==> src/rxfm_consts.vh <==
`ifndef RXFM_CONSTS_VH
`define RXFM_CONSTS_VH

// ------------------------------------------------------------
// register byte offsets
// ------------------------------------------------------------
`define RXFM_OFF_CTRL     12'h000
`define RXFM_OFF_STATUS   12'h004
`define RXFM_OFF_IRQ_STAT 12'h008
`define RXFM_OFF_IRQ_MASK 12'h00C
`define RXFM_OFF_MEASURE  12'h010
`define RXFM_ADDR_W       12

// ------------------------------------------------------------
// control fields
// ------------------------------------------------------------
`define RXFM_CTRL_SINGLE_RAIL 0
`define RXFM_CTRL_FALL_EDGE   1
`define RXFM_CTRL_RATE_STS1   2
`define RXFM_CTRL_SFM         3
`define RXFM_CTRL_W           4
`define RXFM_CTRL_RESET       4'h0

// ------------------------------------------------------------
// status and interrupt fields
// ------------------------------------------------------------
`define RXFM_ST_LOCK_LOST  0
`define RXFM_ST_MEAS_VALID 1
`define RXFM_IRQ_LOL_SET   0
`define RXFM_IRQ_LOL_CLR   1
`define RXFM_IRQ_VIOL      2
`define RXFM_IRQ_W         3
`define RXFM_IRQ_RESET     3'h0

// ------------------------------------------------------------
// loss-of-lock comparison
// ------------------------------------------------------------
`define RXFM_LOL_PPM      32'h00001388
`define RXFM_PPM_SCALE    32'h000F4240
`define RXFM_LOL_WINDOW   12'h3E8
`define RXFM_CNT_W        12
`define RXFM_CNT_MAX      12'hFFF

// ------------------------------------------------------------
// pin sampling
// ------------------------------------------------------------
`define RXFM_NUM_PINS     8
`define RXFM_PIN_RCLK     0
`define RXFM_PIN_E3REF    1
`define RXFM_PIN_STS1REF  2
`define RXFM_PIN_SYNTH    3
`define RXFM_PIN_POS      4
`define RXFM_PIN_NEG      5
`define RXFM_PIN_LCV      6
`define RXFM_PIN_EXZ      7

`define RXFM_HTRANS_NONSEQ_BIT 1

`endif

==> src/rxfm_output_lock.v <==
// The AHB-Lite register port and the placing of the registers are this design's own decisions.
`timescale 1ns/10ps
`include "rxfm_consts.vh"
// Behaviour
// the lock-lost flag output is high while loss of lock is declared and low otherwise.
// loss of lock is declared when the recovered clock deviates from its reference by 0.5% (5000 ppm) or more.
// the reference is the selected rate clock, or the synthesizer output in single-frequency mode.
// in dual-rail mode a positive line pulse raises the positive output for exactly one recovered period.
// in dual-rail mode a negative line pulse raises the negative output for exactly one recovered period.
// in single-rail mode the positive output carries the full recovered stream, one bit per period.
// data outputs change only on the configured recovered clock edge, rising or falling.
// in single-rail mode the negative output becomes the violation indicator.
// in single-rail mode a violation or excessive-zeros event holds the indicator high at least one period.
// in dual-rail mode positive data goes to the positive pin and negative data to the negative pin.
// in single-rail mode the violation indicator updates on the same edge as the data pin.
// in dual-rail mode each output is low in every period with no pulse of its polarity.
// the frequency comparison runs continuously and the flag clears when deviation falls below threshold.
module rxfm_output_lock (
  input wire hclk,                             // bus and sampling clock
  input wire hresetn,                          // async reset, active low
  input wire hsel,                             // slave select
  input wire [31:0] haddr,                     // byte address
  input wire [1:0] htrans,                     // transfer type
  input wire hwrite,                           // write when high
  input wire [2:0] hsize,                      // transfer size
  input wire [31:0] hwdata,                    // write data
  input wire hready,                           // bus ready in
  output wire hreadyout,                       // slave ready
  output wire hresp,                           // response, always okay
  output reg [31:0] hrdata,                    // read data
  output wire irq,                             // level interrupt
  input wire recovered_clock_pin,              // recovered clock
  input wire e3_rate_reference_clock,          // e3 rate reference
  input wire sts1_rate_reference_clock,        // sts-1 rate reference
  input wire synth_reference_clock,            // synthesizer output
  input wire line_positive_pulse,              // positive pulse seen on line_receive_inputs
  input wire line_negative_pulse,              // negative pulse seen on line_receive_inputs
  input wire line_code_violation,              // decoder violation
  input wire excessive_zeros_event,            // excessive zeros detected
  output reg rx_positive_mark_out,             // positive data / data
  output reg rx_negative_mark_out,             // negative data / violation flag
  output reg lock_lost_flag_out                // loss of lock flag
);

  // ------------------------------------------------------------
  // constants
  // ------------------------------------------------------------
  localparam [`RXFM_CNT_W-1:0] WINDOW = `RXFM_LOL_WINDOW;
  // tolerance rounded up so a deviation of exactly 0.5% still trips
  localparam [31:0] TOL_INT = (`RXFM_LOL_WINDOW * `RXFM_LOL_PPM + `RXFM_PPM_SCALE - 32'h00000001) / `RXFM_PPM_SCALE;
  localparam [`RXFM_CNT_W-1:0] TOL = TOL_INT[`RXFM_CNT_W-1:0];
  localparam [`RXFM_CNT_W-1:0] HI_LIMIT = WINDOW + TOL;
  localparam [`RXFM_CNT_W-1:0] LO_LIMIT = WINDOW - TOL;

  // ------------------------------------------------------------
  // pin sampling: three flops, change taken when last two agree
  // ------------------------------------------------------------
  wire [`RXFM_NUM_PINS-1:0] pin_raw;
  wire [`RXFM_NUM_PINS-1:0] pin_filt;
  wire [`RXFM_NUM_PINS-1:0] pin_prev;

  assign pin_raw = {excessive_zeros_event, line_code_violation, line_negative_pulse,
                    line_positive_pulse, synth_reference_clock, sts1_rate_reference_clock,
                    e3_rate_reference_clock, recovered_clock_pin};

  genvar gi;
  generate
    for (gi = 0; gi < `RXFM_NUM_PINS; gi = gi + 1) begin : g_sync
      reg s1;
      reg s2;
      reg s3;
      reg filt;
      reg prev;
      // one driver per bit keeps the vectors single-sourced
      assign pin_filt[gi] = filt;
      assign pin_prev[gi] = prev;
      always @(posedge hclk or negedge hresetn) begin
        if (!hresetn) begin
          s1 <= 1'b0;
          s2 <= 1'b0;
          s3 <= 1'b0;
          filt <= 1'b0;
          prev <= 1'b0;
        end else begin
          s1 <= pin_raw[gi];
          s2 <= s1;
          s3 <= s2;
          if (s2 == s3) begin
            filt <= s3;
          end
          prev <= filt;
        end
      end
    end
  endgenerate

  wire [`RXFM_NUM_PINS-1:0] pin_rise = pin_filt & ~pin_prev;
  wire [`RXFM_NUM_PINS-1:0] pin_fall = ~pin_filt & pin_prev;

  // ------------------------------------------------------------
  // registers
  // ------------------------------------------------------------
  reg [`RXFM_CTRL_W-1:0] ctrl;
  reg [`RXFM_IRQ_W-1:0] irq_stat;
  reg [`RXFM_IRQ_W-1:0] irq_mask;
  reg [`RXFM_CNT_W-1:0] last_measure;
  reg meas_valid;

  wire single_rail = ctrl[`RXFM_CTRL_SINGLE_RAIL];
  wire fall_edge = ctrl[`RXFM_CTRL_FALL_EDGE];

  // ------------------------------------------------------------
  // output stage, launched on the chosen recovered edge
  // ------------------------------------------------------------
  wire launch = fall_edge ? pin_fall[`RXFM_PIN_RCLK] : pin_rise[`RXFM_PIN_RCLK];
  wire pos_in = pin_filt[`RXFM_PIN_POS];
  wire neg_in = pin_filt[`RXFM_PIN_NEG];
  wire viol_in = pin_filt[`RXFM_PIN_LCV] | pin_filt[`RXFM_PIN_EXZ];
  reg next_pos;
  reg next_neg;

  always @* begin
    if (single_rail) begin
      next_pos = pos_in | neg_in;
      next_neg = viol_in;
    end else begin
      next_pos = pos_in;
      next_neg = neg_in;
    end
  end

  // both pins share one launch so the indicator never skews from data
  always @(posedge hclk or negedge hresetn) begin
    if (!hresetn) begin
      rx_positive_mark_out <= 1'b0;
      rx_negative_mark_out <= 1'b0;
    end else if (launch) begin
      rx_positive_mark_out <= next_pos;
      rx_negative_mark_out <= next_neg;
    end
  end

  // violation event for the interrupt, once per launched period
  wire viol_event = launch & single_rail & viol_in;

  // ------------------------------------------------------------
  // lock monitor: recovered edges per reference window
  // ------------------------------------------------------------
  wire sel_ref_rise = ctrl[`RXFM_CTRL_SFM] ? pin_rise[`RXFM_PIN_SYNTH] :
                      ctrl[`RXFM_CTRL_RATE_STS1] ? pin_rise[`RXFM_PIN_STS1REF] :
                      pin_rise[`RXFM_PIN_E3REF];
  wire rec_rise = pin_rise[`RXFM_PIN_RCLK];
  reg [`RXFM_CNT_W-1:0] ref_cnt;
  reg [`RXFM_CNT_W-1:0] rec_cnt;
  wire window_end = sel_ref_rise && (ref_cnt == WINDOW - 12'h001);
  // a recovered edge on the closing cycle still belongs to this window
  wire [`RXFM_CNT_W-1:0] rec_final = (rec_rise && rec_cnt != `RXFM_CNT_MAX) ? rec_cnt + 12'h001 : rec_cnt;
  wire deviates = (rec_final >= HI_LIMIT) || (rec_final <= LO_LIMIT);

  always @(posedge hclk or negedge hresetn) begin
    if (!hresetn) begin
      ref_cnt <= 12'h000;
      rec_cnt <= 12'h000;
      lock_lost_flag_out <= 1'b0;
      last_measure <= 12'h000;
      meas_valid <= 1'b0;
    end else if (window_end) begin
      ref_cnt <= 12'h000;
      rec_cnt <= 12'h000;
      lock_lost_flag_out <= deviates;
      last_measure <= rec_final;
      meas_valid <= 1'b1;
    end else begin
      if (sel_ref_rise) begin
        ref_cnt <= ref_cnt + 12'h001;
      end
      rec_cnt <= rec_final;
    end
  end

  reg lol_prev;
  always @(posedge hclk or negedge hresetn) begin
    if (!hresetn) begin
      lol_prev <= 1'b0;
    end else begin
      lol_prev <= lock_lost_flag_out;
    end
  end

  wire [`RXFM_IRQ_W-1:0] irq_events;
  assign irq_events[`RXFM_IRQ_LOL_SET] = lock_lost_flag_out & ~lol_prev;
  assign irq_events[`RXFM_IRQ_LOL_CLR] = ~lock_lost_flag_out & lol_prev;
  assign irq_events[`RXFM_IRQ_VIOL] = viol_event;

  // ------------------------------------------------------------
  // AHB-Lite slave, zero wait states
  // ------------------------------------------------------------
  function [31:0] read_mux;
    input [`RXFM_ADDR_W-1:0] a;
    begin
      case (a)
        `RXFM_OFF_CTRL: read_mux = {28'h0000000, ctrl};
        `RXFM_OFF_STATUS: read_mux = {30'h00000000, meas_valid, lock_lost_flag_out};
        `RXFM_OFF_IRQ_STAT: read_mux = {29'h00000000, irq_stat};
        `RXFM_OFF_IRQ_MASK: read_mux = {29'h00000000, irq_mask};
        `RXFM_OFF_MEASURE: read_mux = {20'h00000, last_measure};
        default: read_mux = 32'h00000000;
      endcase
    end
  endfunction

  wire addr_phase = hsel & htrans[`RXFM_HTRANS_NONSEQ_BIT] & hready;
  reg wr_pend;
  reg [`RXFM_ADDR_W-1:0] wr_addr;

  assign hreadyout = 1'b1;
  assign hresp = 1'b0;

  always @(posedge hclk or negedge hresetn) begin
    if (!hresetn) begin
      wr_pend <= 1'b0;
      wr_addr <= 12'h000;
      hrdata <= 32'h00000000;
    end else begin
      wr_pend <= addr_phase & hwrite;
      if (addr_phase) begin
        wr_addr <= haddr[`RXFM_ADDR_W-1:0];
      end
      if (addr_phase & ~hwrite) begin
        hrdata <= read_mux(haddr[`RXFM_ADDR_W-1:0]);
      end
    end
  end

  wire wr_ctrl = wr_pend && (wr_addr == `RXFM_OFF_CTRL);
  wire wr_istat = wr_pend && (wr_addr == `RXFM_OFF_IRQ_STAT);
  wire wr_mask = wr_pend && (wr_addr == `RXFM_OFF_IRQ_MASK);

  always @(posedge hclk or negedge hresetn) begin
    if (!hresetn) begin
      ctrl <= `RXFM_CTRL_RESET;
      irq_mask <= `RXFM_IRQ_RESET;
      irq_stat <= `RXFM_IRQ_RESET;
    end else begin
      if (wr_ctrl) begin
        ctrl <= hwdata[`RXFM_CTRL_W-1:0];
      end
      if (wr_mask) begin
        irq_mask <= hwdata[`RXFM_IRQ_W-1:0];
      end
      // a new event in the clearing cycle survives the clear
      irq_stat <= (irq_stat & ~(wr_istat ? hwdata[`RXFM_IRQ_W-1:0] : `RXFM_IRQ_RESET)) | irq_events;
    end
  end

  assign irq = |(irq_stat & irq_mask);

endmodule

==> config.mk <==
export PLATFORM = sky130hd
export DESIGN_NAME = rxfm_output_lock
export DESIGN_NICKNAME = d
export VERILOG_FILES = /design/src/rxfm_output_lock.v
export VERILOG_INCLUDE_DIRS = /design/src
export SDC_FILE = /design/constraint.sdc
export NUM_CORES = 1
export LEC_CHECK = 0
export ABC_AREA = 1
export BUFFER_PORTS_ARGS = -buffer_cell sky130_fd_sc_hd__buf_2
export CAP_MARGIN = 10
export CORE_UTILIZATION = 37
export DETAILED_ROUTE_END_ITERATION = 7
export PLACE_DENSITY = 0.6
export SLEW_MARGIN = 10
export SYNTH_ARGS = -nofsm -noshare
export SYNTH_HDL_FRONTEND = slang
export SYNTH_SLANG_ARGS = --single-unit
==> constraint.sdc <==
create_clock -name hclk -period 2.93 [get_ports hclk]
set_input_delay 0.586 -clock hclk [delete_from_list [all_inputs] [get_ports hclk]]
set_output_delay 0.586 -clock hclk [all_outputs]
set_load 0.02 [all_outputs]
* Word level (Yosys, flattened, before mapping)
Cells that the tools add are included.
** Operators by class
- $lt $le $gt $ge :: 2
- Bitwise logic cells :: 21
- Equality and inequality tests :: 16
- Reductions and logical operators :: 10
- Mux-type cells :: 11
- Add/subtract/negate cells :: 2
** Operator list (number)
- one-hot mux 12 bit (5 select lines) :: 1
- equality test 12 x 4 -> 1 bit (second input constant) :: 4
- 2-to-1 mux 12 bit :: 4
- adder 12 x 1 -> 12 bit (second input constant) :: 2
- logical NOT 12 bit :: 2
- equality test 12 x 10 -> 1 bit (second input constant) :: 1
- equality test 12 x 3 -> 1 bit (second input constant) :: 1
- equality test 12 x 5 -> 1 bit (second input constant) :: 1
- greater-or-equal comparator 12 x 10 -> 1 bit (second input constant) :: 1
- <= comparator 12 x 10 -> 1 bit (second input constant) :: 1
- inequality test 12 bit (second input constant) :: 1
- AND 1 bit :: 9
- equality test 1 bit :: 8
- AND 3 bit :: 2
- logical AND 1 bit :: 5
- 2-to-1 mux 1 bit :: 5
- AND 4 bit :: 1
- NOT 1 bit :: 4
- NOT 4 bit :: 1
- 2-to-1 mux 3 bit :: 1
- NOT 3 bit :: 1
- OR 3 bit :: 1
- OR reduction 3 bit :: 1
- OR 1 bit :: 2
- other kinds (2) :: 2
** Word-level totals
- Input bits :: 82
- Flip-flop bits (word level) :: 132
- Output and inout port bits :: 38
- Word-level logic and storage cells :: 112

* Depth between registers and ports, before layout
Gate-level depths: netlist (run 1).
- Depth in word-level cells :: 6
- Depth in mapped cells :: 13
- Mapped depth without buffers :: 13

* Worst setup path after synthesis (run 1)
No wires, ideal clock.
- Path kind :: register to register
- Start :: reg rec_cnt[0]
- End :: reg lock_lost_flag_out
- Clock period less this slack :: 1584 ps
- Stages on the path, launching flop included :: 13
- Arrival time :: 1466 ps
- Path slack :: 1346 ps
- Data required time :: 2813 ps
- Path through :: dfrtp_1 -> ha_1 -> nand2_1 -> nor2_4 -> nand3_4 -> buf_6 -> nand3_1 -> nand2_1 -> nand2_1 -> nor2_1 -> nand2_1 -> nor2_1 -> nor2_1
** On the way
- Longest elaborated chain between the ends :: 5
- Elaborated cells on any way between the ends :: 7
** RTL lines
- from (decl) :: line rxfm_output_lock.v:154 : reg [`RXFM_CNT_W-1:0] rec_cnt;
- from (signal assigned) :: line rxfm_output_lock.v:177 : rec_cnt <= rec_final;
- parallel branches: the longest is 2 deep, another holds adder 12 x 1 -> 12 bit
- 2-to-1 mux 12 bit (*) :: line rxfm_output_lock.v:157 : wire [`RXFM_CNT_W-1:0] rec_final = (rec_rise && rec_cnt != `RXFM_CNT_MAX) ? rec_cnt + 12'h001 : rec_cnt;
- greater-or-equal comparator 12 x 10 -> 1 bit / <= comparator 12 x 10 -> 1 bit (equally long branches) :: line rxfm_output_lock.v:158 : wire deviates = (rec_final >= HI_LIMIT) || (rec_final <= LO_LIMIT);
- logical OR 1 bit (*) :: line rxfm_output_lock.v:158
- to (signal assigned) :: line rxfm_output_lock.v:170 : lock_lost_flag_out <= deviates;
- to (decl) :: line rxfm_output_lock.v:42 : output reg lock_lost_flag_out
Every way passes the cells marked *.
A chain may end at the register's enable or synchronous reset.

* Worst setup path in the final report (run 1)
Ends and elaborated chain as after synthesis.

==> load_flow_metrics.sql, run 1 <==
INSERT INTO impl_metrics (metric_group, metric, value, unit) VALUES
('drt', 'route.detailed.wl_per_inst', '11.8', 'um'),
('timing', 'fin_worst_hold_slack', '0.266', 'ns'),
('logic_synthesis', 'synth_cells', '556', ''),
('drt', 'iteration_count_of_the_initial_detailed_routing_pass', '4', ''),
('timing', 'slew_viol_final', '0', ''),
('logic_synthesis', 'synth.most_common_cell', 'sky130_fd_sc_hd__nand2_1', ''),
('grt', 'globalRoute.totalOverflow', '0', ''),
('logic_synthesis', 'yosysTopAreaCellShare', '56.6', '%'),
('timing', 'slew_worst_pin', '0.685', 'ns'),
('logic_synthesis', 'synth.yosys.warnings', '0', ''),
('worst_setup_path', 'max_stage_delay', '0.41', 'ns'),
('grt', 'grt_first_pass_wirelength', '16000', 'um'),
('cts', 'clock_sinks', '112', ''),
('cts', 'post-cts-setup-buffers', '0', ''),
('timing', 'unrepaired_setup_endpoints_after_global_routing', 'no', ''),
('logic_synthesis', 'cell_area_synth', '0.00495', 'mm2'),
('die', 'die-height', '118', 'um'),
('placed_design', 'gp_congestion', '0.867', ''),
('die', 'floorplan.initialDensity', '38.6', '%'),
('die', 'die_w', '118', 'um'),
('logic_synthesis', 'ys_top_cells_by_area', 'sky130_fd_sc_hd__dfrtp_1 (57%), sky130_fd_sc_hd__nand2_1 (11%), sky130_fd_sc_hd__inv_1 (4.0%), sky130_fd_sc_hd__nand3_1 (3.7%), sky130_fd_sc_hd__o21ai_0 (3.7%)', ''),
('logic_synthesis', 'ffs_w_async_s_r_synth', '100', '%'),
('timing', 'clock.fmax', '511', 'MHz'),
('drt', 'drt_iter0_drc', '194', ''),
('placed_design', 'hpwlAfterDp', '6890', 'um'),
('die', 'core_area', '0.0128', 'mm2'),
('final_layout', 'fin_nets', '694', ''),
('die', 'die_area', '0.0139', 'mm2'),
('timing', 'final_setup_violating_endpoints', '0', ''),
('drt', 'ant_nets', '0', ''),
('final_layout', 'antennaDiodeCount', '0', ''),
('power', 'combinationalPowerShare', '15.4', '%'),
('cts', 'clock_tree.buffer_depth', '2', ''),
('logic_synthesis', 'synth-edff-count', '0', ''),
('flow_run', 'drv.max_cap_violation_count', '0', ''),
('drt', 'vias_per_cell', '4.64', ''),
('power', 'power-per-cell-area', '642', 'mW/mm2'),
('worst_setup_path', 'start_kind', 'flop', ''),
('run_status', 'run_status', 'finished clean', ''),
('worst_setup_path', 'worst_path_max_delay_cell', 'sky130_fd_sc_hd__dfrtp_1', ''),
('logic_synthesis', 'synth-main-ff-cell', 'sky130_fd_sc_hd__dfrtp_1', ''),
('logic_synthesis', 'synth_cell_types', '33', ''),
('worst_setup_path', 'cp.required', '3.18', 'ns'),
('final_layout', 'area_occupied_by_multi_input_gates', '0.00180', 'mm2'),
('logic_synthesis', 'synth_commonest_cells', 'sky130_fd_sc_hd__nand2_1 (143), sky130_fd_sc_hd__dfrtp_1 (112), sky130_fd_sc_hd__inv_1 (53)', ''),
('cts', 'cts-resized-gates', '0', ''),
('grt', 'grt_use_total', '14.5', '%'),
('cts', 'postCtsHoldBufs', '0', ''),
('final_layout', 'seqCellArea', '0.00280', 'mm2'),
('power', 'internal_power', '2.52', 'mW'),
('grt', 'grt_pass1_vias', '3376', ''),
('logic_synthesis', 'synthesis.area_per_instance', '8.91', 'um2'),
('drt', 'wirelength', '9310', 'um'),
('die', 'rows', '41', ''),
('power', 'ir_drop', '388', 'uV'),
('power', 'power', '3.61', 'mW'),
('cts', 'cts_inserted_buffers', '9', ''),
('die', 'io_pins', '120', ''),
('timing', 'period_minus_slack', '1.96', 'ns'),
('logic_synthesis', 'synth_top_area_cell', 'sky130_fd_sc_hd__dfrtp_1', ''),
('worst_setup_path', 'critical_path.cell_chain', 'ha_1 -> nand2_1 -> nor2_4 -> nand3_4 -> nand2_4 -> o21ai_1 -> nand2_1 -> nor2_1 -> nand2_1 -> nor2_1 -> nor2_1', ''),
('cts', 'htree_levels', '3', ''),
('final_layout', 'final_layout_size_suffix_gt1_share', '14.6', '%'),
('cts', 'clock_transition_time_at_the_flip_flop_clock_pins_of_the_worst_setup_and_hold_paths', '0.07', 'ns'),
('final_layout', 'number_of_fill_cells_in_the_layout', '1297', ''),
('power', 'power.leakage', '2.74', 'nW'),
('cts', 'clkLatencyLatePin', '0.36', 'ns'),
('power', 'power.share.clock', '33.3', '%'),
('worst_setup_path', 'cp-end-kind', 'flop', ''),
('worst_setup_path', 'critical_path_peak_fanout', '14', ''),
('power', 'netsw', '1.09', 'mW');
cells in the final DEF, fill, tap and decap left out, drive strengths merged, types with 7 or more instances in the layout:
cell type and n:
a21oi 7, buf 52, clkbuf 10, conb 22
dfrtp 112, inv 63, maj3 8, nand2 144
nand3 40, nand4 10, nor2 59, nor3 12
o21ai 50
state kept, by name (all words and copies together) (netlist names), 3 cells and up:
name / flops
ctrl: 4
rec_cnt: 12
g_sync.s1: 8
g_sync.prev: 4
g_sync.filt: 8
g_sync.s3: 8
last_measure: 12
hrdata: 12
irq_mask: 3
wr_addr: 12
g_sync.s2: 8
ref_cnt: 12
irq_stat: 3
critical path, delay by kind of cell (launching register included):
family / cells / cell delay, ns
adder cells (fa/ha/maj): 1 / 0.25
flip-flops: 1 / 0.41
AO/OA/AOI/OAI: 1 / 0.25
AND/OR/NAND/NOR: 9 / 0.94
layout make-up:
class	count	area share (%)
Timing Repair Buffer	52	4.99
Sequential cell	112	49.9
Clock buffer	10	4.25
Multi-Input combinational cell	375	32.0
Tap cell	172	3.83
Inverter	60	4.01
Clock inverter	6	1.07
stage by stage:
step	worst slack, ns	std cells	instance area [um2]	utilization [%]
2_1_floorplan	1.35	576	5030	-
3_3_place_gp	0.987	771	5320	41.5
3_5_place_dp	0.974	771	5320	41.5
4_1_cts	0.950	787	5620	43.8
5_1_grt	0.799	787	5620	43.8
6_report	0.973	787	5620	43.8
power by group through the flow:
stage	clock, mW	combinational [mW]	sequential, mW
3_3_place_gp	0	0.544	1.87
3_5_place_dp	0	0.558	1.88
2_1_floorplan	0	0.417	1.86
4_1_cts	1.24	0.559	1.85
5_1_grt	1.30	0.644	1.88
6_report	1.20	0.554	1.85
cell families after synthesis:
kind of cell	synth area share (%)
flops	56.6
other cells	0.152
buf+inv	8.66
fa+ha+maj	2.12
simple gates	24.1
mux	0.455
xor+xnor	1.06
compound gates	6.82
layer usage:
layer,global-route usage [%],wire length [um],share of wire (%)
met5,0,0,0
met4,5.77,150,1.6
met3,3.78,452,4.9
met2,22.1,4090,44
met1,19.5,4620,50
path summary, 6_finish.rpt:
path / from / endpoint / slack [ns] / cells past startpoint
max: rec_cnt[0] / lock_lost_flag_out / 0.97 / 11
min: hresetn / ref_cnt[7] / 0.27 / 1
max reg2reg: rec_cnt[0] / lock_lost_flag_out / 0.97 / 11
min reg2reg: g_sync[6].s1 / g_sync[6].s2 / 0.35 / 0
max in group asynchronous: hresetn / hrdata[1] / 1.83 / 2
min in group hclk: line_positive_pulse / g_sync[4].s1 / 0.33 / 1
(Power assumes the default switching activity.)
==> run 2: changes to the inputs <==
Clock period 2.93 ns to 1.9 ns, I/O delays scaled along.
==> run 2 against run 1 <==
  * Count of clock-buffer cells in the layout decreased by 1
  * Non-clock buffer count increased by 18
  * Clock power increased by 57%
  * First-iteration DRC count decreased by 11%
  * Worst hold slack got worse by 0.14 ns
  * Utilization increased by 2.0 points
  * Design area increased by 4.7%
  * Die area unchanged
  * Register-to-register slack got worse by 0.91 ns
  * Sequential power increased by 54%
  * Total power increased by 61%
  * Critical endpoint unchanged
  * Largest cell class unchanged
==> load_flow_metrics.sql, run 2 (same netlist as run 1, synthesis figures left out) <==
INSERT INTO impl_metrics (metric_group, metric, value, unit) VALUES
('worst_setup_path', 'worst-path-buf-inv', '1', ''),
('drt', 'detail_route.drc_violations', '0', ''),
('cts', 'clkLatencyLatePin', '0.35', 'ns'),
('die', 'die-height', '118', 'um'),
('drt', 'vias_per_cell', '4.64', ''),
('timing', 'fin_crit_sh', '96.7', '%'),
('cts', 'clock_sinks', '112', ''),
('hold_path', 'hold_path_end', 'g_sync[5].s1', ''),
('timing', 'fin_setup_tns', '0', 'ns'),
('worst_setup_path', 'critical_path_peak_fanout', '6', ''),
('hold_path', 'hp-start', 'line_negative_pulse', ''),
('worst_setup_path', 'cp-end-kind', 'flop', ''),
('worst_setup_path', 'cp.required', '2.14', 'ns'),
('worst_setup_path', 'max_stage_delay', '0.38', 'ns'),
('power', 'ir_drop', '519', 'uV'),
('timing', 'slew_viol_final', '0', ''),
('cts', 'clock_tree.buffer_depth', '2', ''),
('worst_setup_path', 'cp_data_arrival_time', '2.08', 'ns'),
('timing', 'unrepaired_setup_endpoints_after_global_routing', 'yes', ''),
('final_layout', 'area_growth_syn_to_layout', '18.7', '%'),
('grt', 'antenna_found_initial', '0', ''),
('grt', 'globalRoute.totalOverflow', '0', ''),
('grt', 'top_usage_layer', 'met2', ''),
('power', 'power', '5.79', 'mW'),
('grt', 'met1_usage', '19.7', '%'),
('final_layout', 'most_frequent_cells_in_the_layout', 'sky130_fd_sc_hd__nand2_1 (136), sky130_fd_sc_hd__dfrtp_1 (111), sky130_fd_sc_hd__inv_1 (53), sky130_fd_sc_hd__nor2_1 (47), sky130_fd_sc_hd__buf_2 (44)', ''),
('final_layout', 'layout.cell_area.non_filler', '0.00588', 'mm2'),
('worst_setup_path', 'worst-r2r-cell-count', '11', ''),
('drt', 'ant_nets', '0', ''),
('hold_path', 'whs_path_depth', '1', ''),
('timing', 'period_minus_slack', '1.84', 'ns'),
('cts', 'tritoncts', 'yes', ''),
('power', 'power-per-cell-area', '985', 'mW/mm2'),
('die', 'io_pins', '120', ''),
('placed_design', 'gp_congestion', '0.857', ''),
('final_layout', 'layout.cells.most_common', 'sky130_fd_sc_hd__nand2_1', ''),
('worst_setup_path', 'r2r-start', 'rec_cnt[1]', ''),
('placed_design', 'numPlacedInstances', '784', ''),
('timing', 'report.final.hold_viol_count', '0', ''),
('worst_setup_path', 'crit-reg2reg-capture', 'lock_lost_flag_out', ''),
('final_layout', 'fin_nets', '714', ''),
('cts', 'cts_inserted_buffers', '9', ''),
('drt', 'iteration_count_of_the_initial_detailed_routing_pass', '4', ''),
('worst_setup_path', 'critical_path.cell_chain', 'ha_2 -> nand2_2 -> nor2_4 -> nand3_4 -> buf_12 -> nand3_2 -> nand3_2 -> nor2_2 -> nand2_1 -> nor2_1 -> nor2_1', ''),
('hold_path', 'timing.hold.worst.class', 'in -> reg', ''),
('worst_setup_path', 'critical_path.top_delay_family', 'simple AND/OR/NAND/NOR gates', ''),
('drt', 'route.detailed.wl_per_inst', '11.9', 'um'),
('placed_design', 'io_buffers', '45', ''),
('final_layout', 'final_cell_count_no_fill', '807', ''),
('die', 'rows', '41', ''),
('die', 'core_area', '0.0128', 'mm2'),
('placed_design', 'hpwlAfterDp', '7080', 'um'),
('placed_design', 'post_dp_cell_area', '0.00544', 'mm2'),
('flow_run', 'drv.max_cap_violation_count', '0', ''),
('worst_setup_path', 'worst_path_max_delay_cell', 'sky130_fd_sc_hd__dfrtp_1', ''),
('placed_design', 'pre_cts_slack', '0.0810', 'ns'),
('grt', 'pin_count_of_the_biggest_net_entering_global_routing', '48', ''),
('run_status', 'run_status', 'finished clean', ''),
('die', 'floorplan.initialDensity', '38.6', '%'),
('cts', 'clock_transition_time_at_the_flip_flop_clock_pins_of_the_worst_setup_and_hold_paths', '0.08', 'ns'),
('die', 'die_area', '0.0139', 'mm2'),
('worst_setup_path', 'start_kind', 'flop', ''),
('grt', 'grt_pass1_vias', '3501', ''),
('drt', 'drt_iter0_drc', '173', ''),
('drt', 'wirelength', '9570', 'um'),
('worst_setup_path', 'worst-r2r-setup-slack', '0.06', 'ns'),
('timing', 'clock.fmax', '544', 'MHz'),
('power', 'power.leakage', '2.85', 'nW'),
('grt', 'globalRouteMet2Util', '23.3', '%'),
('drt', 'route.vias.total', '3748', ''),
('timing', 'finalClockSkew', '0.00651', 'ns'),
('worst_setup_path', 'critical_setup_path_kind', 'reg -> reg', ''),
('grt', 'grt_use_total', '14.8', '%'),
('final_layout', 'final_layout_size_suffix_gt1_share', '19.5', '%'),
('grt', 'globalRouteMet3Util', '3.63', '%'),
('timing', 'final_setup_violating_endpoints', '0', ''),
('cts', 'cts_root_buf', 'sky130_fd_sc_hd__clkbuf_16', ''),
('die', 'die_w', '118', 'um'),
('grt', 'grt_first_pass_wirelength', '16400', 'um'),
('final_layout', 'antennaDiodeCount', '0', ''),
('timing', 'layout_setup_ws', '0.0624', 'ns'),
('cts', 'htree_levels', '3', '');
## run 2: cell types whose count changed in the layout (fill, tap and decap cells not counted), moves of 3 or more
cell | previous run | this run
sky130_fd_sc_hd__nand3_1 | 37 | 34
sky130_fd_sc_hd__nand2_2 | 0 | 7
sky130_fd_sc_hd__buf_12 | 0 | 3
sky130_fd_sc_hd__nand2_1 | 143 | 136
sky130_fd_sc_hd__nand3_2 | 2 | 6
sky130_fd_sc_hd__buf_4 | 8 | 21
## run 2: layout make-up
class / count / area [um2]
multi-input cells: 377 / 1870
repair buffers: 70 / 459
fillers: 1247 / 6940
clock buffers: 9 / 225
clock inverters: 7 / 81.3
well taps: 172 / 215
flip-flops and latches: 112 / 2800
inverters: 60 / 225
## run 2: power by group
group | switching [mW] | internal (mW)
sequential | 0.218 | 2.63
combinational | 0.633 | 0.437
clock | 0.934 | 0.943
## run 2: repair_timing
| action | 4_1_cts | 5_1_grt |
|---|---|---|
| setup endpoints to repair | 0 | 1 |
| buffers inserted | 0 | 4 |
| hold buffers | 1 | 0 |
| endpoints found under the hold margin | 19 | 0 |
| gates resized for setup | 0 | 17 |
## run 2: stage by stage
stage          hold WS (ns)  util (%)
6_report              0.127      45.9
5_1_grt               0.107      45.9
4_1_cts               0.111      44.9
3_5_place_dp          0.298      42.4
3_3_place_gp          0.300      42.4
2_1_floorplan        0.0844         -
## run 2: worst max-delay path by stage
stage                     startpoint            endpoint  cells past startpoint
after floorplan           rec_cnt[0]  lock_lost_flag_out                     12
after global placement    rec_cnt[0]  lock_lost_flag_out                     11
after detailed placement  rec_cnt[0]  lock_lost_flag_out                     11
after CTS                 rec_cnt[0]  lock_lost_flag_out                     11
after global routing      rec_cnt[1]  lock_lost_flag_out                     12
final                     rec_cnt[1]  lock_lost_flag_out                     11
## run 2: worst reg2reg max path, cell delays in order, from the launching register on
cell and delay [ns]:
sky130_fd_sc_hd__dfrtp_1 0.38, sky130_fd_sc_hd__ha_2 0.22, sky130_fd_sc_hd__nand2_2 0.07, sky130_fd_sc_hd__nor2_4 0.18, sky130_fd_sc_hd__nand3_4 0.19, sky130_fd_sc_hd__buf_12 0.19, sky130_fd_sc_hd__nand3_2 0.08, sky130_fd_sc_hd__nand3_2 0.06
sky130_fd_sc_hd__nor2_2 0.11, sky130_fd_sc_hd__nand2_1 0.06, sky130_fd_sc_hd__nor2_1 0.13, sky130_fd_sc_hd__nor2_1 0.07
## run 2: layer usage
| metal | share of wire (%) | vias up |
|---|---|---|
| met5 | 0 | - |
| met4 | 1.7 | 0 |
| met3 | 4.3 | 15 |
| met2 | 46 | 87 |
| met1 | 49 | 1743 |
| li1 | - | 1903 |
==> run 3: changes to the inputs <==
Settings changed: REMOVE_ABC_BUFFERS set to 1.
==> run 3 against run 2 <==
  * Count of clock-buffer cells in the layout unchanged
  * Critical path depth increased by 2
  * First-iteration DRC count down 24%
  * Wire length up 3.9%
  * Maximum frequency rose by 1.3%
  * Critical endpoint unchanged
  * Largest power group unchanged
==> load_flow_metrics.sql, run 3 (same netlist as run 1, synthesis figures left out) <==
INSERT INTO impl_metrics (metric_group, metric, value, unit) VALUES
('power', 'power.leakage', '2.91', 'nW'),
('timing', 'slew_viol_final', '0', ''),
('flow_run', 'drv.max_cap_violation_count', '0', ''),
('drt', 'wirelength', '9950', 'um'),
('placed_design', 'post_dp_cell_area', '0.00547', 'mm2'),
('cts', 'cts_inserted_buffers', '9', ''),
('final_layout', 'final_layout_size_suffix_gt1_share', '19.8', '%'),
('run_status', 'run_status', 'finished clean', ''),
('hold_path', 'timing.hold.worst.class', 'in -> reg', ''),
('die', 'die-height', '118', 'um'),
('timing', 'layout_setup_ws', '0.0858', 'ns'),
('die', 'die_w', '118', 'um'),
('worst_setup_path', 'cp-end-kind', 'flop', ''),
('timing', 'clock.fmax', '551', 'MHz'),
('final_layout', 'area_growth_syn_to_layout', '21.1', '%'),
('drt', 'route.detailed.wl_per_inst', '12.2', 'um'),
('timing', 'fin_crit_sh', '95.5', '%'),
('final_layout', 'layout.cells.most_common', 'sky130_fd_sc_hd__nand2_1', ''),
('drt', 'detail_route.drc_violations', '0', ''),
('grt', 'grt_first_pass_wirelength', '17100', 'um'),
('timing', 'final_setup_violating_endpoints', '0', ''),
('die', 'floorplan.initialDensity', '38.6', '%'),
('grt', 'grt_use_total', '15.3', '%'),
('grt', 'grt_pass1_vias', '3672', ''),
('die', 'rows', '41', ''),
('drt', 'route.vias.total', '3818', ''),
('placed_design', 'pre_cts_slack', '0.0613', 'ns'),
('power', 'ir_drop', '577', 'uV'),
('timing', 'fin_setup_tns', '0', 'ns'),
('cts', 'clock_transition_time_at_the_flip_flop_clock_pins_of_the_worst_setup_and_hold_paths', '0.08', 'ns'),
('timing', 'period_minus_slack', '1.81', 'ns'),
('grt', 'globalRoute.totalOverflow', '0', ''),
('drt', 'vias_per_cell', '4.67', ''),
('worst_setup_path', 'cp_data_arrival_time', '2.05', 'ns'),
('timing', 'finalClockSkew', '0.0113', 'ns'),
('timing', 'report.final.hold_viol_count', '0', ''),
('timing', 'unrepaired_setup_endpoints_after_global_routing', 'yes', ''),
('cts', 'cts_root_buf', 'sky130_fd_sc_hd__clkbuf_16', ''),
('cts', 'htree_levels', '3', ''),
('die', 'die_area', '0.0139', 'mm2'),
('cts', 'clock_tree.buffer_depth', '2', ''),
('die', 'io_pins', '120', ''),
('cts', 'clkLatencyLatePin', '0.35', 'ns'),
('final_layout', 'number_of_fill_cells_in_the_layout', '1247', ''),
('final_layout', 'most_frequent_cells_in_the_layout', 'sky130_fd_sc_hd__nand2_1 (139), sky130_fd_sc_hd__dfrtp_1 (112), sky130_fd_sc_hd__inv_1 (53), sky130_fd_sc_hd__nor2_1 (48), sky130_fd_sc_hd__buf_2 (44)', ''),
('cts', 'tritoncts', 'yes', ''),
('die', 'core_area', '0.0128', 'mm2'),
('final_layout', 'antennaDiodeCount', '0', ''),
('final_layout', 'fin_nets', '724', ''),
('power', 'power', '5.97', 'mW'),
('placed_design', 'gp_congestion', '0.819', ''),
('final_layout', 'layout.cell_area.non_filler', '0.00600', 'mm2'),
('placed_design', 'io_buffers', '45', ''),
('worst_setup_path', 'critical_path_peak_fanout', '5', ''),
('grt', 'pin_count_of_the_biggest_net_entering_global_routing', '48', ''),
('drt', 'iteration_count_of_the_initial_detailed_routing_pass', '6', ''),
('grt', 'antenna_found_initial', '0', ''),
('worst_setup_path', 'critical_setup_path_kind', 'reg -> reg', ''),
('worst_setup_path', 'start_kind', 'flop', ''),
('worst_setup_path', 'cp.required', '2.14', 'ns'),
('placed_design', 'hpwlAfterDp', '7220', 'um'),
('power', 'power-per-cell-area', '995', 'mW/mm2'),
('drt', 'drt_iter0_drc', '131', ''),
('cts', 'clock_sinks', '112', ''),
('drt', 'ant_nets', '0', '');
## run 3: layout make-up
class / instances / area (um2) / area share [%]
Multi-Input combinational cell: 376 / 1890 / 31.5
Sequential cell: 112 / 2800 / 46.7
Inverter: 60 / 225 / 3.75
Clock buffer: 9 / 225 / 3.75
Timing Repair Buffer: 81 / 546 / 9.09
Clock inverter: 7 / 97.6 / 1.63
Tap cell: 172 / 215 / 3.59
## run 3: routing by layer
metal	track usage (%)	vias to the layer above	routed length (um)
met5	0	-	0
met4	5.37	0	167
met3	3.73	14	413
met2	24.0	79	4580
met1	20.6	1809	4790
li1	-	1916	-
## run 3: power by group
group	total, mW	leakage [nW]	switching, mW	internal, mW
combinational	1.15	1.38	0.677	0.472
sequential	2.84	1.38	0.208	2.63
clock	1.99	0.157	0.924	1.06
## run 3: metrics by stage
step / hold WS (ns) / std cells / util, %
6_report: 0.129 / 817 / 46.8
5_1_grt: 0.113 / 817 / 46.8
4_1_cts: 0.118 / 804 / 45.2
3_5_place_dp: 0.335 / 787 / 42.6
3_3_place_gp: 0.332 / 787 / 42.6
2_1_floorplan: 0.0844 / 547 / -
## run 3: worst paths after layout
path,start,depth (start not counted),slack [ns],endpoint
setup reg to reg,rec_cnt[0],13,0.09,lock_lost_flag_out
setup / recovery,rec_cnt[0],13,0.09,lock_lost_flag_out
max in group asynchronous,hresetn,3,0.79,wr_addr[9]
hold / removal,synth_reference_clock,1,0.13,g_sync[3].s1
min in group asynchronous,hresetn,2,0.50,ref_cnt[7]
hold reg to reg,g_sync[1].s1,0,0.35,g_sync[1].s2
## run 3: what timing repair did
item | in CTS | in global routing
setup buffers | 0 | 12
resized for setup | 0 | 22
hold buffers | 1 | 0
endpoints found under the setup margin | 0 | 12
endpoints found under the hold margin | 30 | 0
## run 3: critical path, cell delays in order, from the launching register on
cell and delay, ns:
sky130_fd_sc_hd__dfrtp_1 0.42, sky130_fd_sc_hd__ha_4 0.19, sky130_fd_sc_hd__nand2_4 0.06, sky130_fd_sc_hd__nor2_4 0.05, sky130_fd_sc_hd__nand3_4 0.10, sky130_fd_sc_hd__nand2_8 0.07
sky130_fd_sc_hd__buf_6 0.12, sky130_fd_sc_hd__buf_4 0.13, sky130_fd_sc_hd__o21ai_1 0.16, sky130_fd_sc_hd__nand2_1 0.09, sky130_fd_sc_hd__nand2_1 0.07, sky130_fd_sc_hd__nand2_1 0.06
sky130_fd_sc_hd__nor2_2 0.12, sky130_fd_sc_hd__nor2_1 0.06
